$ cat src/verilog/prpi_consts.vh
// Purpose: constants for the parallel RGB pixel input port
// Assumes: included by bare name; definitions only
// Notes: widths and mapping codes shared by the design
`ifndef PRPI_CONSTS_VH
`define PRPI_CONSTS_VH
// Pixel word and colour channel widths
`define PRPI_PIX_W 24
`define PRPI_CHAN_W 8
`define PRPI_BUS_W 10
// Upper bits of a 10-bit colour bus carry the 8-bit colour
`define PRPI_BUS_MSB 9
`define PRPI_BUS_LSB 2
// Swap select codes for one logical channel
`define PRPI_SEL_A 2'h0
`define PRPI_SEL_B 2'h1
`define PRPI_SEL_C 2'h2
// Swap field positions: red, green, blue source selects
`define PRPI_SWAP_R 1:0
`define PRPI_SWAP_G 3:2
`define PRPI_SWAP_B 5:4
// Reset value of the swap is identity mapping
`define PRPI_SWAP_RST 6'h24
// Buffered word: frame mark, line mark, pixel
`define PRPI_WORD_W 26
`define PRPI_SOF_BIT 25
`define PRPI_SOL_BIT 24
`endif

$ cat src/verilog/prpi_top.v
// Purpose: capture two parallel RGB pixel ports into buffered streams
// Assumes: pixel clocks far slower than i_clk_sys; syncs active high
// Notes: each port is sampled on edges of its own pixel clock
// Contract
// - Each port times its data, syncs and valid on its own pixel clock.
// - Port one accepts 24-bit pixel words; port two accepts 30-bit words, keeping the upper 8 bits of each channel.
// - A pixel word is three 8-bit channels: red, green and blue.
// - The A, B and C channels of both ports can be remapped to colours.
// - An optional third pixel clock may time a port instead.
`timescale 1ns/1ps
`include "prpi_consts.vh"

module prpi_port
(
   input wire i_clk_sys,
   input wire i_rst_n,
   input wire i_pix_clk,
   input wire i_third_clk,
   input wire i_use_third,
   input wire [3*`PRPI_BUS_W-1:0] i_colour_data,
   input wire i_frame_sync,
   input wire i_line_sync,
   input wire i_data_valid,
   input wire [5:0] i_swap,
   input wire i_ready,
   output reg [`PRPI_PIX_W-1:0] o_pixel,
   output reg o_valid,
   output reg o_frame_start,
   output reg o_line_start,
   output reg o_overrun
);

   // Pick one of the A, B or C channels, upper 8 bits only
   function [`PRPI_CHAN_W-1:0] pick_chan;
      input [3*`PRPI_BUS_W-1:0] bus;
      input [1:0] sel;
      begin
         case (sel)
            `PRPI_SEL_A: pick_chan = bus[`PRPI_BUS_MSB:`PRPI_BUS_LSB];
            `PRPI_SEL_B: pick_chan =
               bus[`PRPI_BUS_W+`PRPI_BUS_MSB:`PRPI_BUS_W+`PRPI_BUS_LSB];
            `PRPI_SEL_C: pick_chan =
               bus[2*`PRPI_BUS_W+`PRPI_BUS_MSB:2*`PRPI_BUS_W+`PRPI_BUS_LSB];
            default: pick_chan = bus[`PRPI_BUS_MSB:`PRPI_BUS_LSB];
         endcase
      end
   endfunction

   reg [1:0] clk_sync_q;
   reg [1:0] clk3_sync_q;
   reg clk_last_q;
   reg [3*`PRPI_BUS_W-1:0] data_s1_q;
   reg [3*`PRPI_BUS_W-1:0] data_s2_q;
   reg [2:0] ctl_s1_q;
   reg [2:0] ctl_s2_q;
   reg vs_last_q;
   reg hs_last_q;
   reg sof_pend_q;
   reg sol_pend_q;
   reg [`PRPI_WORD_W-1:0] skid_q;
   reg skid_vld_q;
   wire sel_clk;
   wire pix_edge;
   wire take;
   wire in_ready;
   wire vs_rise;
   wire hs_rise;
   wire [`PRPI_PIX_W-1:0] pix_map;
   wire [`PRPI_WORD_W-1:0] word_in;
   wire out_free;

   // Two-flop synchronisers for clocks, data and controls
   always @(posedge i_clk_sys or negedge i_rst_n)
   begin
      if (!i_rst_n)
      begin
         clk_sync_q <= 2'h0;
         clk3_sync_q <= 2'h0;
         data_s1_q <= {3*`PRPI_BUS_W{1'b0}};
         data_s2_q <= {3*`PRPI_BUS_W{1'b0}};
         ctl_s1_q <= 3'h0;
         ctl_s2_q <= 3'h0;
      end
      else
      begin
         clk_sync_q <= {clk_sync_q[0], i_pix_clk};
         clk3_sync_q <= {clk3_sync_q[0], i_third_clk};
         data_s1_q <= i_colour_data;
         data_s2_q <= data_s1_q;
         ctl_s1_q <= {i_frame_sync, i_line_sync, i_data_valid};
         ctl_s2_q <= ctl_s1_q;
      end
   end

   // Timing reference: own pixel clock or the optional third one
   assign sel_clk = i_use_third ? clk3_sync_q[1] : clk_sync_q[1];
   assign pix_edge = sel_clk & ~clk_last_q;
   assign take = pix_edge & ctl_s2_q[0];
   assign vs_rise = pix_edge & ctl_s2_q[2] & ~vs_last_q;
   assign hs_rise = pix_edge & ctl_s2_q[1] & ~hs_last_q;

   // Channel remap to red, green, blue; 8 bits each
   assign pix_map = {pick_chan(data_s2_q, i_swap[`PRPI_SWAP_R]),
                     pick_chan(data_s2_q, i_swap[`PRPI_SWAP_G]),
                     pick_chan(data_s2_q, i_swap[`PRPI_SWAP_B])};
   assign word_in = {sof_pend_q | vs_rise, sol_pend_q | hs_rise,
                     pix_map};
   assign in_ready = ~skid_vld_q;
   assign out_free = ~o_valid | i_ready;

   // Edge history and pending frame and line marks
   always @(posedge i_clk_sys or negedge i_rst_n)
   begin
      if (!i_rst_n)
      begin
         clk_last_q <= 1'b0;
         vs_last_q <= 1'b0;
         hs_last_q <= 1'b0;
         sof_pend_q <= 1'b0;
         sol_pend_q <= 1'b0;
      end
      else
      begin
         clk_last_q <= sel_clk;
         if (pix_edge)
         begin
            vs_last_q <= ctl_s2_q[2];
            hs_last_q <= ctl_s2_q[1];
         end
         // Mark waits for the next stored pixel; a dropped one keeps it
         if (take & (in_ready | out_free))
         begin
            sof_pend_q <= 1'b0;
            sol_pend_q <= 1'b0;
         end
         else
         begin
            sof_pend_q <= sof_pend_q | vs_rise;
            sol_pend_q <= sol_pend_q | hs_rise;
         end
      end
   end

   // Two-entry buffer: output stage plus skid stage
   always @(posedge i_clk_sys or negedge i_rst_n)
   begin
      if (!i_rst_n)
      begin
         o_pixel <= {`PRPI_PIX_W{1'b0}};
         o_frame_start <= 1'b0;
         o_line_start <= 1'b0;
         o_valid <= 1'b0;
         skid_q <= {`PRPI_WORD_W{1'b0}};
         skid_vld_q <= 1'b0;
         o_overrun <= 1'b0;
      end
      else
      begin
         if (out_free)
         begin
            if (skid_vld_q)
            begin
               o_pixel <= skid_q[`PRPI_PIX_W-1:0];
               o_frame_start <= skid_q[`PRPI_SOF_BIT];
               o_line_start <= skid_q[`PRPI_SOL_BIT];
               o_valid <= 1'b1;
               skid_vld_q <= take;
               skid_q <= word_in;
            end
            else
            begin
               o_pixel <= word_in[`PRPI_PIX_W-1:0];
               o_frame_start <= word_in[`PRPI_SOF_BIT] & take;
               o_line_start <= word_in[`PRPI_SOL_BIT] & take;
               o_valid <= take;
            end
         end
         else if (take & in_ready)
         begin
            skid_q <= word_in;
            skid_vld_q <= 1'b1;
         end
         // Sticky: a word arrived with both stages full
         if (take & ~in_ready & ~out_free)
            o_overrun <= 1'b1;
      end
   end

endmodule // prpi_port

module prpi_top
(
   input wire i_clk_sys,
   input wire i_rst_n,
   input wire i_port_one_pixel_clock,
   input wire i_port_two_pixel_clock,
   input wire i_optional_third_pixel_clock,
   input wire i_port_one_use_third_clock,
   input wire i_port_two_use_third_clock,
   input wire [3*`PRPI_CHAN_W-1:0] i_port_one_colour_data,
   input wire [3*`PRPI_BUS_W-1:0] i_port_two_colour_data,
   input wire i_port_one_frame_sync,
   input wire i_port_one_line_sync,
   input wire i_port_one_data_valid,
   input wire i_port_two_frame_sync,
   input wire i_port_two_line_sync,
   input wire i_port_two_data_valid,
   input wire [5:0] i_port_one_swap,
   input wire [5:0] i_port_two_swap,
   input wire i_port_one_ready,
   input wire i_port_two_ready,
   output wire [`PRPI_PIX_W-1:0] o_port_one_pixel,
   output wire o_port_one_valid,
   output wire o_port_one_frame_start,
   output wire o_port_one_line_start,
   output wire o_port_one_overrun,
   output wire [`PRPI_PIX_W-1:0] o_port_two_pixel,
   output wire o_port_two_valid,
   output wire o_port_two_frame_start,
   output wire o_port_two_line_start,
   output wire o_port_two_overrun
);

   reg [1:0] rst_sync_q;
   wire rst_n;
   wire [3*`PRPI_BUS_W-1:0] p1_bus;

   // Reset release through two flops
   always @(posedge i_clk_sys or negedge i_rst_n)
   begin
      if (!i_rst_n)
         rst_sync_q <= 2'h0;
      else
         rst_sync_q <= {rst_sync_q[0], 1'b1};
   end
   assign rst_n = rst_sync_q[1];

   // Port one has only the upper 8 bits of each channel
   assign p1_bus = {i_port_one_colour_data[23:16], 2'h0,
                    i_port_one_colour_data[15:8], 2'h0,
                    i_port_one_colour_data[7:0], 2'h0};

   prpi_port u_port_one
   (
      .i_clk_sys(i_clk_sys),
      .i_rst_n(rst_n),
      .i_pix_clk(i_port_one_pixel_clock),
      .i_third_clk(i_optional_third_pixel_clock),
      .i_use_third(i_port_one_use_third_clock),
      .i_colour_data(p1_bus),
      .i_frame_sync(i_port_one_frame_sync),
      .i_line_sync(i_port_one_line_sync),
      .i_data_valid(i_port_one_data_valid),
      .i_swap(i_port_one_swap),
      .i_ready(i_port_one_ready),
      .o_pixel(o_port_one_pixel),
      .o_valid(o_port_one_valid),
      .o_frame_start(o_port_one_frame_start),
      .o_line_start(o_port_one_line_start),
      .o_overrun(o_port_one_overrun)
   );

   prpi_port u_port_two
   (
      .i_clk_sys(i_clk_sys),
      .i_rst_n(rst_n),
      .i_pix_clk(i_port_two_pixel_clock),
      .i_third_clk(i_optional_third_pixel_clock),
      .i_use_third(i_port_two_use_third_clock),
      .i_colour_data(i_port_two_colour_data),
      .i_frame_sync(i_port_two_frame_sync),
      .i_line_sync(i_port_two_line_sync),
      .i_data_valid(i_port_two_data_valid),
      .i_swap(i_port_two_swap),
      .i_ready(i_port_two_ready),
      .o_pixel(o_port_two_pixel),
      .o_valid(o_port_two_valid),
      .o_frame_start(o_port_two_frame_start),
      .o_line_start(o_port_two_line_start),
      .o_overrun(o_port_two_overrun)
   );

endmodule // prpi_top

$ cat config.mk
export PLATFORM = sky130hd
export DESIGN_NAME = prpi_top
export DESIGN_NICKNAME = d
export VERILOG_FILES = /design/src/verilog/prpi_top.v
export VERILOG_INCLUDE_DIRS = /design/src /design/src/verilog
export SDC_FILE = /design/constraint.sdc
export NUM_CORES = 1
export LEC_CHECK = 0
export CORE_ASPECT_RATIO = 0.6
export CORE_MARGIN = 2
export CORE_UTILIZATION = 60
export DETAILED_ROUTE_END_ITERATION = 6
export DONT_BUFFER_PORTS = 1
export PLACE_DENSITY = 0.76
export SETUP_SLACK_MARGIN = 0.5
export SYNTH_ARGS = -nofsm -noshare
export SYNTH_HDL_FRONTEND = slang
export SYNTH_SLANG_ARGS = --single-unit
$ cat constraint.sdc
create_clock -name i_clk_sys -period 8.1 [get_ports i_clk_sys]
set_input_delay 0.81 -clock i_clk_sys [delete_from_list [all_inputs] [get_ports i_clk_sys]]
set_output_delay 0.81 -clock i_clk_sys [all_outputs]
set_load 0.01 [all_outputs]
# Yosys cells after proc, flatten, opt, wreduce, memory -nomap -nowiden
# Cells that the tools add are included.
[op_classes] n_eq_ne=14 n_reduce_logical=4 bitwise_logic=44 muxes=32
[ops] cell="26-bit two-way mux" n=6
[ops] cell="8-bit case mux with 2 select lines" n=6
[ops] cell="24-bit two-way mux" n=2
[ops] cell="1-bit AND" n=24
[ops] cell="1-bit two-way mux" n=18
[ops] cell="2-bit by 1-bit equality test with 1-bit output, second input constant" n=6
[ops] cell="2-bit equality test, second input constant" n=6
[ops] cell="1-bit inverter" n=12
[ops] cell="1-bit OR" n=8
[ops] cell="2-bit by 1-bit != test with 1-bit output, second input constant" n=2
[ops] cell="2-bit AND reduction" n=2
[ops] cell="2-bit nonzero test" n=2
[word_totals] reg_bits=250 out_inout_bits=56 input_bits=81 elab_cells=131

# Depth between registers and ports, before layout
[depth] word_depth=7 ltp_mapped=7 ltp_nobuf=6

# Cells and area by module
# Synthesis repeated with hierarchy kept, for this count alone.
[unflattened] cells_unflattened=712 hier_area_um2=9268.9
[modules_own_cells] module="prpi_port" cells_per_inst=354 area_each_um2=4605.7 seq_area_each_um2=2952.8 instances=2
[modules_own_cells] module="prpi_top" cells_per_inst=4 area_each_um2=57.6 seq_area_each_um2=50.0 instances=1

# Worst setup path before layout
# No wires, ideal clock.
[synth_timing] kind="input-to-reg" startpoint="input port i_port_two_ready" endpoint="register u_port_two.skid_q[10]" slack_ns=5.973 path_buffers=3 arrival_ns=2.002 t_required_ns=7.975 setup_ns=0.125 path_stages=7 cell_sequence="nand2b_4 -> buf_6 -> nor4b_2 -> o21a_1 -> buf_6 -> buf_12 -> mux2_4"
[synth_via] elab_chain_len=3 elab_cells_between_ends=5 cone_classes="1 x eq/ne; 1 x mux; 1 x bitwise; 2 x reduce/logical"
[synth_lines] item="from (decl)" line_no="prpi_top.v:211" rtl="input wire i_port_two_ready,"
[synth_lines] item="1-bit OR *" line_no="prpi_top.v:109" rtl="assign out_free = ~o_valid | i_ready;"
[synth_lines] item="2-bit by 1-bit != test with 1-bit output (no line) / 2-bit nonzero test (equally long branches)"
[synth_lines] item="2-bit AND reduction (no line)"
[synth_lines] item="to (signal assigned)" line_no="prpi_top.v:153" rtl="skid_q <= {`PRPI_WORD_W{1'b0}};"
[synth_lines] item="to (signal assigned)" line_no="prpi_top.v:168" rtl="skid_q <= word_in;"
[synth_lines] item="to (signal assigned)" line_no="prpi_top.v:180" rtl="skid_q <= word_in;"
[synth_lines] item="to (decl)" line_no="prpi_top.v:60" rtl="reg [`PRPI_WORD_W-1:0] skid_q;"
# Every way passes the cells marked *; elsewhere a longest branch is shown, timed or not.
# A chain may end at the register's enable or synchronous reset.

# Worst setup path after layout
[layout_timing] startpoint="register u_port_one.o_valid" endpoint="register u_port_one.skid_q[2]"
[layout_via] elab_chain_len=4 elab_cells_between_ends=6 cone_classes="1 x eq/ne; 1 x mux; 2 x bitwise; 2 x reduce/logical"
[layout_lines] item="from (decl)" line_no="prpi_top.v:27" rtl="output reg o_valid,"
[layout_lines] item="from (signal assigned)" line_no="prpi_top.v:175" rtl="o_valid <= take;"
[layout_lines] item="1-bit inverter *" line_no="prpi_top.v:109"
[layout_lines] item="1-bit OR *" line_no="prpi_top.v:109"
[layout_lines] item="2-bit by 1-bit != test with 1-bit output (no line) / 2-bit nonzero test (equally long branches)"
[layout_lines] item="2-bit AND reduction (no line)"
[layout_lines] item="to (signal assigned)" line_no="prpi_top.v:153"
[layout_lines] item="to (signal assigned)" line_no="prpi_top.v:168"
[layout_lines] item="to (signal assigned)" line_no="prpi_top.v:180"
[layout_lines] item="to (decl)" line_no="prpi_top.v:60"
# Marked as above.

==> flow_metrics.tcl <==
set metrics [dict create \
    max-slew-margin-rel_pct 30.3 \
    status "complete, no violations" \
    place.gp.congestion 0.868 \
    cts_sinks 236 \
    globalRouteTotalUtil_pct 22.7 \
    die-area_mm2 0.0164 \
    power_mw 2.84 \
    fp-row-count 35 \
    synth-seq-cells 236 \
    min_from "u_port_two.data_s1_q[4]$_DFF_PN0_" \
    path_clk_slew_ns 0.06 \
    grt_max_degree 87 \
    cts_tree "built" \
    h-tree-depth 1 \
    synth.most_common_cell "dfrtp_1" \
    cts_max_path_buffers 3 \
    grt_first_pass_wirelength_um 28700 \
    worstPathMaxFanout 53 \
    io_buffers 0 \
    post_cts_buffers 0 \
    start_kind "flip-flop" \
    leakage_nw 4.42 \
    routed_wl_um 18000 \
    start_util_pct 60.6 \
    finalHoldViolCount 0 \
    drive_gt1_share_pct 13.8 \
    grt_overflow 0 \
    rsz0062_at_grt "false" \
    r2r_end "u_port_one.skid_q[2]$_DFFE_PN0P_" \
    via_per_inst 5.79 \
    ys_warn_count 0 \
    nFillCells 1067 \
    cts_made_buffers 21 \
    hold_path_class "reg2reg" \
    p_per_area_mw_per_mm2 286 \
    pre_cts_slack_ns 5.45 \
    skew_ns 0.0105 \
    worst_pin_slew_ns 1.04 \
    ant_nets 0 \
    drtIter0Drc 628 \
    critPathArrivalTime_ns 2.63 \
    finalWorstSetupSlack_ns 5.84 \
    synthTopCellsByCount "236 x dfrtp_1, 58 x nand2_1, 56 x a21oi_1" \
    setup_viol 0 \
    peakVddDrop_mv 0.216 \
    reg2reg_slack_ns 5.84 \
    synth_area_leaders "dfrtp_1 64%, mux2_4 5.9%, mux2i_1 5.8%, a22oi_1 3.9%, a21oi_1 3.0%" \
    r2r_cells 5 \
    grt_pass1_vias 5277 \
    r2r_start "u_port_one.o_valid$_DFFE_PN0P_" \
    vias 5276 \
    synthArstFlopShare_pct 100 \
    synthFlopType "dfrtp_1" \
    crit_required_ns 8.47 \
    postSynthAreaPerCell_um2 13.0 \
    slowest_delay_ns 0.46 \
    tns_ns 0 \
    place_area_mm2 0.00924 \
    synth_cells 709 \
    wl_per_cell_um 19.7 \
    end_kind "flip-flop" \
    diodes 0 \
    critical_path.cell_chain "nand2b_4, nor4b_2, o21a_1, buf_4, mux2_2" \
    slowest_stage "dfrtp_1" \
    drc_errors 0 \
    ioPinCount 137 \
    hpwl_um 12500 \
    whs_endpoint "u_port_two.data_s2_q[4]$_DFF_PN0_" \
    root_buffer "clkbuf_16" \
    area_growth_pct 7.68 \
    yosysTopAreaCell "dfrtp_1" \
    final.min_clock_period_ns 2.26 \
    period_share_pct 27.9 \
    synth_top_area_share_pct 64.1 \
    synth_edf_count 0 \
    clk_latency_ns 0.49 \
    fp.dieH_um 100 \
    ys_seq_area_share_pct 64.1 \
    antenna_found_initial 0 \
    core_mm2 0.0152 \
    drv_cap 0 \
    hold_depth 0 \
    die_x_um 164 \
    post_synth_instance_area_mm2 0.00921 \
    max_freq_ghz 0.442 \
    drt_pass1_iterations 6 \
    maxSlewViolCount 0 \
    finalNetCount 788 \
    finish.utilization_pct 65.3 \
    design_area_mm2 0.00992 \
    critical_path_class "reg2reg" \
    ys_types 28 \
    syn_nets 802 \
]
[metal layers]
layer	track usage (%)	part of all wire, %	vias to the layer above
li1	-	-	2407
met5	0	0	-
met2	30.6	40	248
met4	4.52	1.7	0
met1	37.4	49	2596
met3	5.83	8.7	25
[layout make-up]
cell class / instances / area, um^2 / area share (%)
Sequential cell: 236 / 5910 / 59.6
Multi-Input combinational cell: 411 / 2970 / 29.9
Clock buffer: 28 / 592 / 5.97
Tap cell: 203 / 254 / 2.56
Clock inverter: 8 / 71.3 / 0.719
Inverter: 18 / 67.6 / 0.681
Timing Repair Buffer: 7 / 55.1 / 0.555
[where the power goes]
group          switching (mW)  internal [mW]  total (mW)  leakage (nW)
logic                   0.160          0.194       0.354          1.24
clock network           0.409          0.546       0.955         0.329
registers               0.153           1.38        1.53          2.85
[worst max-delay path by stage]
| stage | start | endpoint | slack [ns] | cells after the start |
|---|---|---|---|---|
| 4_1_cts | u_port_one.o_valid$_DFFE_PN0P_ | u_port_one.skid_q[3]$_DFFE_PN0P_ | 5.82 | 5 |
| 5_1_grt | rst_sync_q[1]$_DFF_PN0_ | u_port_one.o_pixel[6]$_DFFE_PN0P_ | 5.61 | 1 |
| 2_1_floorplan | rst_sync_q[1]$_DFF_PN0_ | u_port_one.clk3_sync_q[1]$_DFF_PN0_ | 1.04 | 0 |
| 3_5_place_dp | i_port_two_ready | u_port_two.skid_q[5]$_DFFE_PN0P_ | 5.45 | 5 |
| 3_3_place_gp | i_port_two_ready | u_port_two.skid_q[5]$_DFFE_PN0P_ | 5.48 | 5 |
| 6_report | u_port_one.o_valid$_DFFE_PN0P_ | u_port_one.skid_q[2]$_DFFE_PN0P_ | 5.84 | 5 |
[repair_timing]
item / 4_1_cts / 5_1_grt
gates resized for setup: 0 / 0
hold buffers: 1 / 0
setup endpoints to repair: 0 / 0
hold endpoints to repair: 2 / 0
[cell usage in the layout (no fill, tap or decap), drive strengths merged, types with 5 or more instances in the layout]
master / instances
clkbuf: 28
mux2: 52
clkinv: 5
nor2b: 6
inv: 19
ha: 12
a22oi: 48
o21ai: 48
nand2: 58
dfrtp: 236
buf: 6
nor2: 54
mux2i: 54
a21oi: 56
[worst max-delay path, delay by kind of cell, from the launching register on]
family | cells | cell delay (ns)
multiplexers | 1 | 0.39
flip-flops | 1 | 0.46
AND/OR/NAND/NOR | 2 | 0.73
buffers and inverters | 1 | 0.40
AO/OA/AOI/OAI | 1 | 0.17
[cells by family (layout without fill, tap and decap cells)]
group	Yosys count	in the layout	share of synthesized area, %
DFF	236	236	64.1
AOI/OAI and AO/OA	160	160	10.3
and+or+nand+nor	130	130	6.30
muxes	106	106	13.7
buffers and inverters	62	61	3.65
adders and majority gates	14	14	1.85
other	1	1	0.0407
[registers in the layout (all words and copies together) (netlist names), 2 cells and up]
register               count
u_port_one.o_pixel        24
u_port_one.skid_q         26
u_port_two.ctl_s1_q        3
rst_sync_q                 2
u_port_two.o_pixel        24
u_port_two.skid_q         26
u_port_two.data_s2_q      24
u_port_one.ctl_s1_q        3
u_port_two.data_s1_q      24
u_port_one.ctl_s2_q        3
u_port_two.ctl_s2_q        3
u_port_one.clk_sync_q      2
u_port_two.clk_sync_q      2
u_port_one.data_s2_q      24
u_port_one.data_s1_q      24
[per-stage QoR]
| step | cells | hold slack [ns] |
|---|---|---|
| after CTS | 911 | 0.320 |
| after floorplan | 709 | 0.331 |
| after global placement | 874 | 0.332 |
| final | 911 | 0.343 |
| after global routing | 911 | 0.313 |
| after detailed placement | 874 | 0.335 |
No activity file was read; power rests on OpenSTA's default activity.
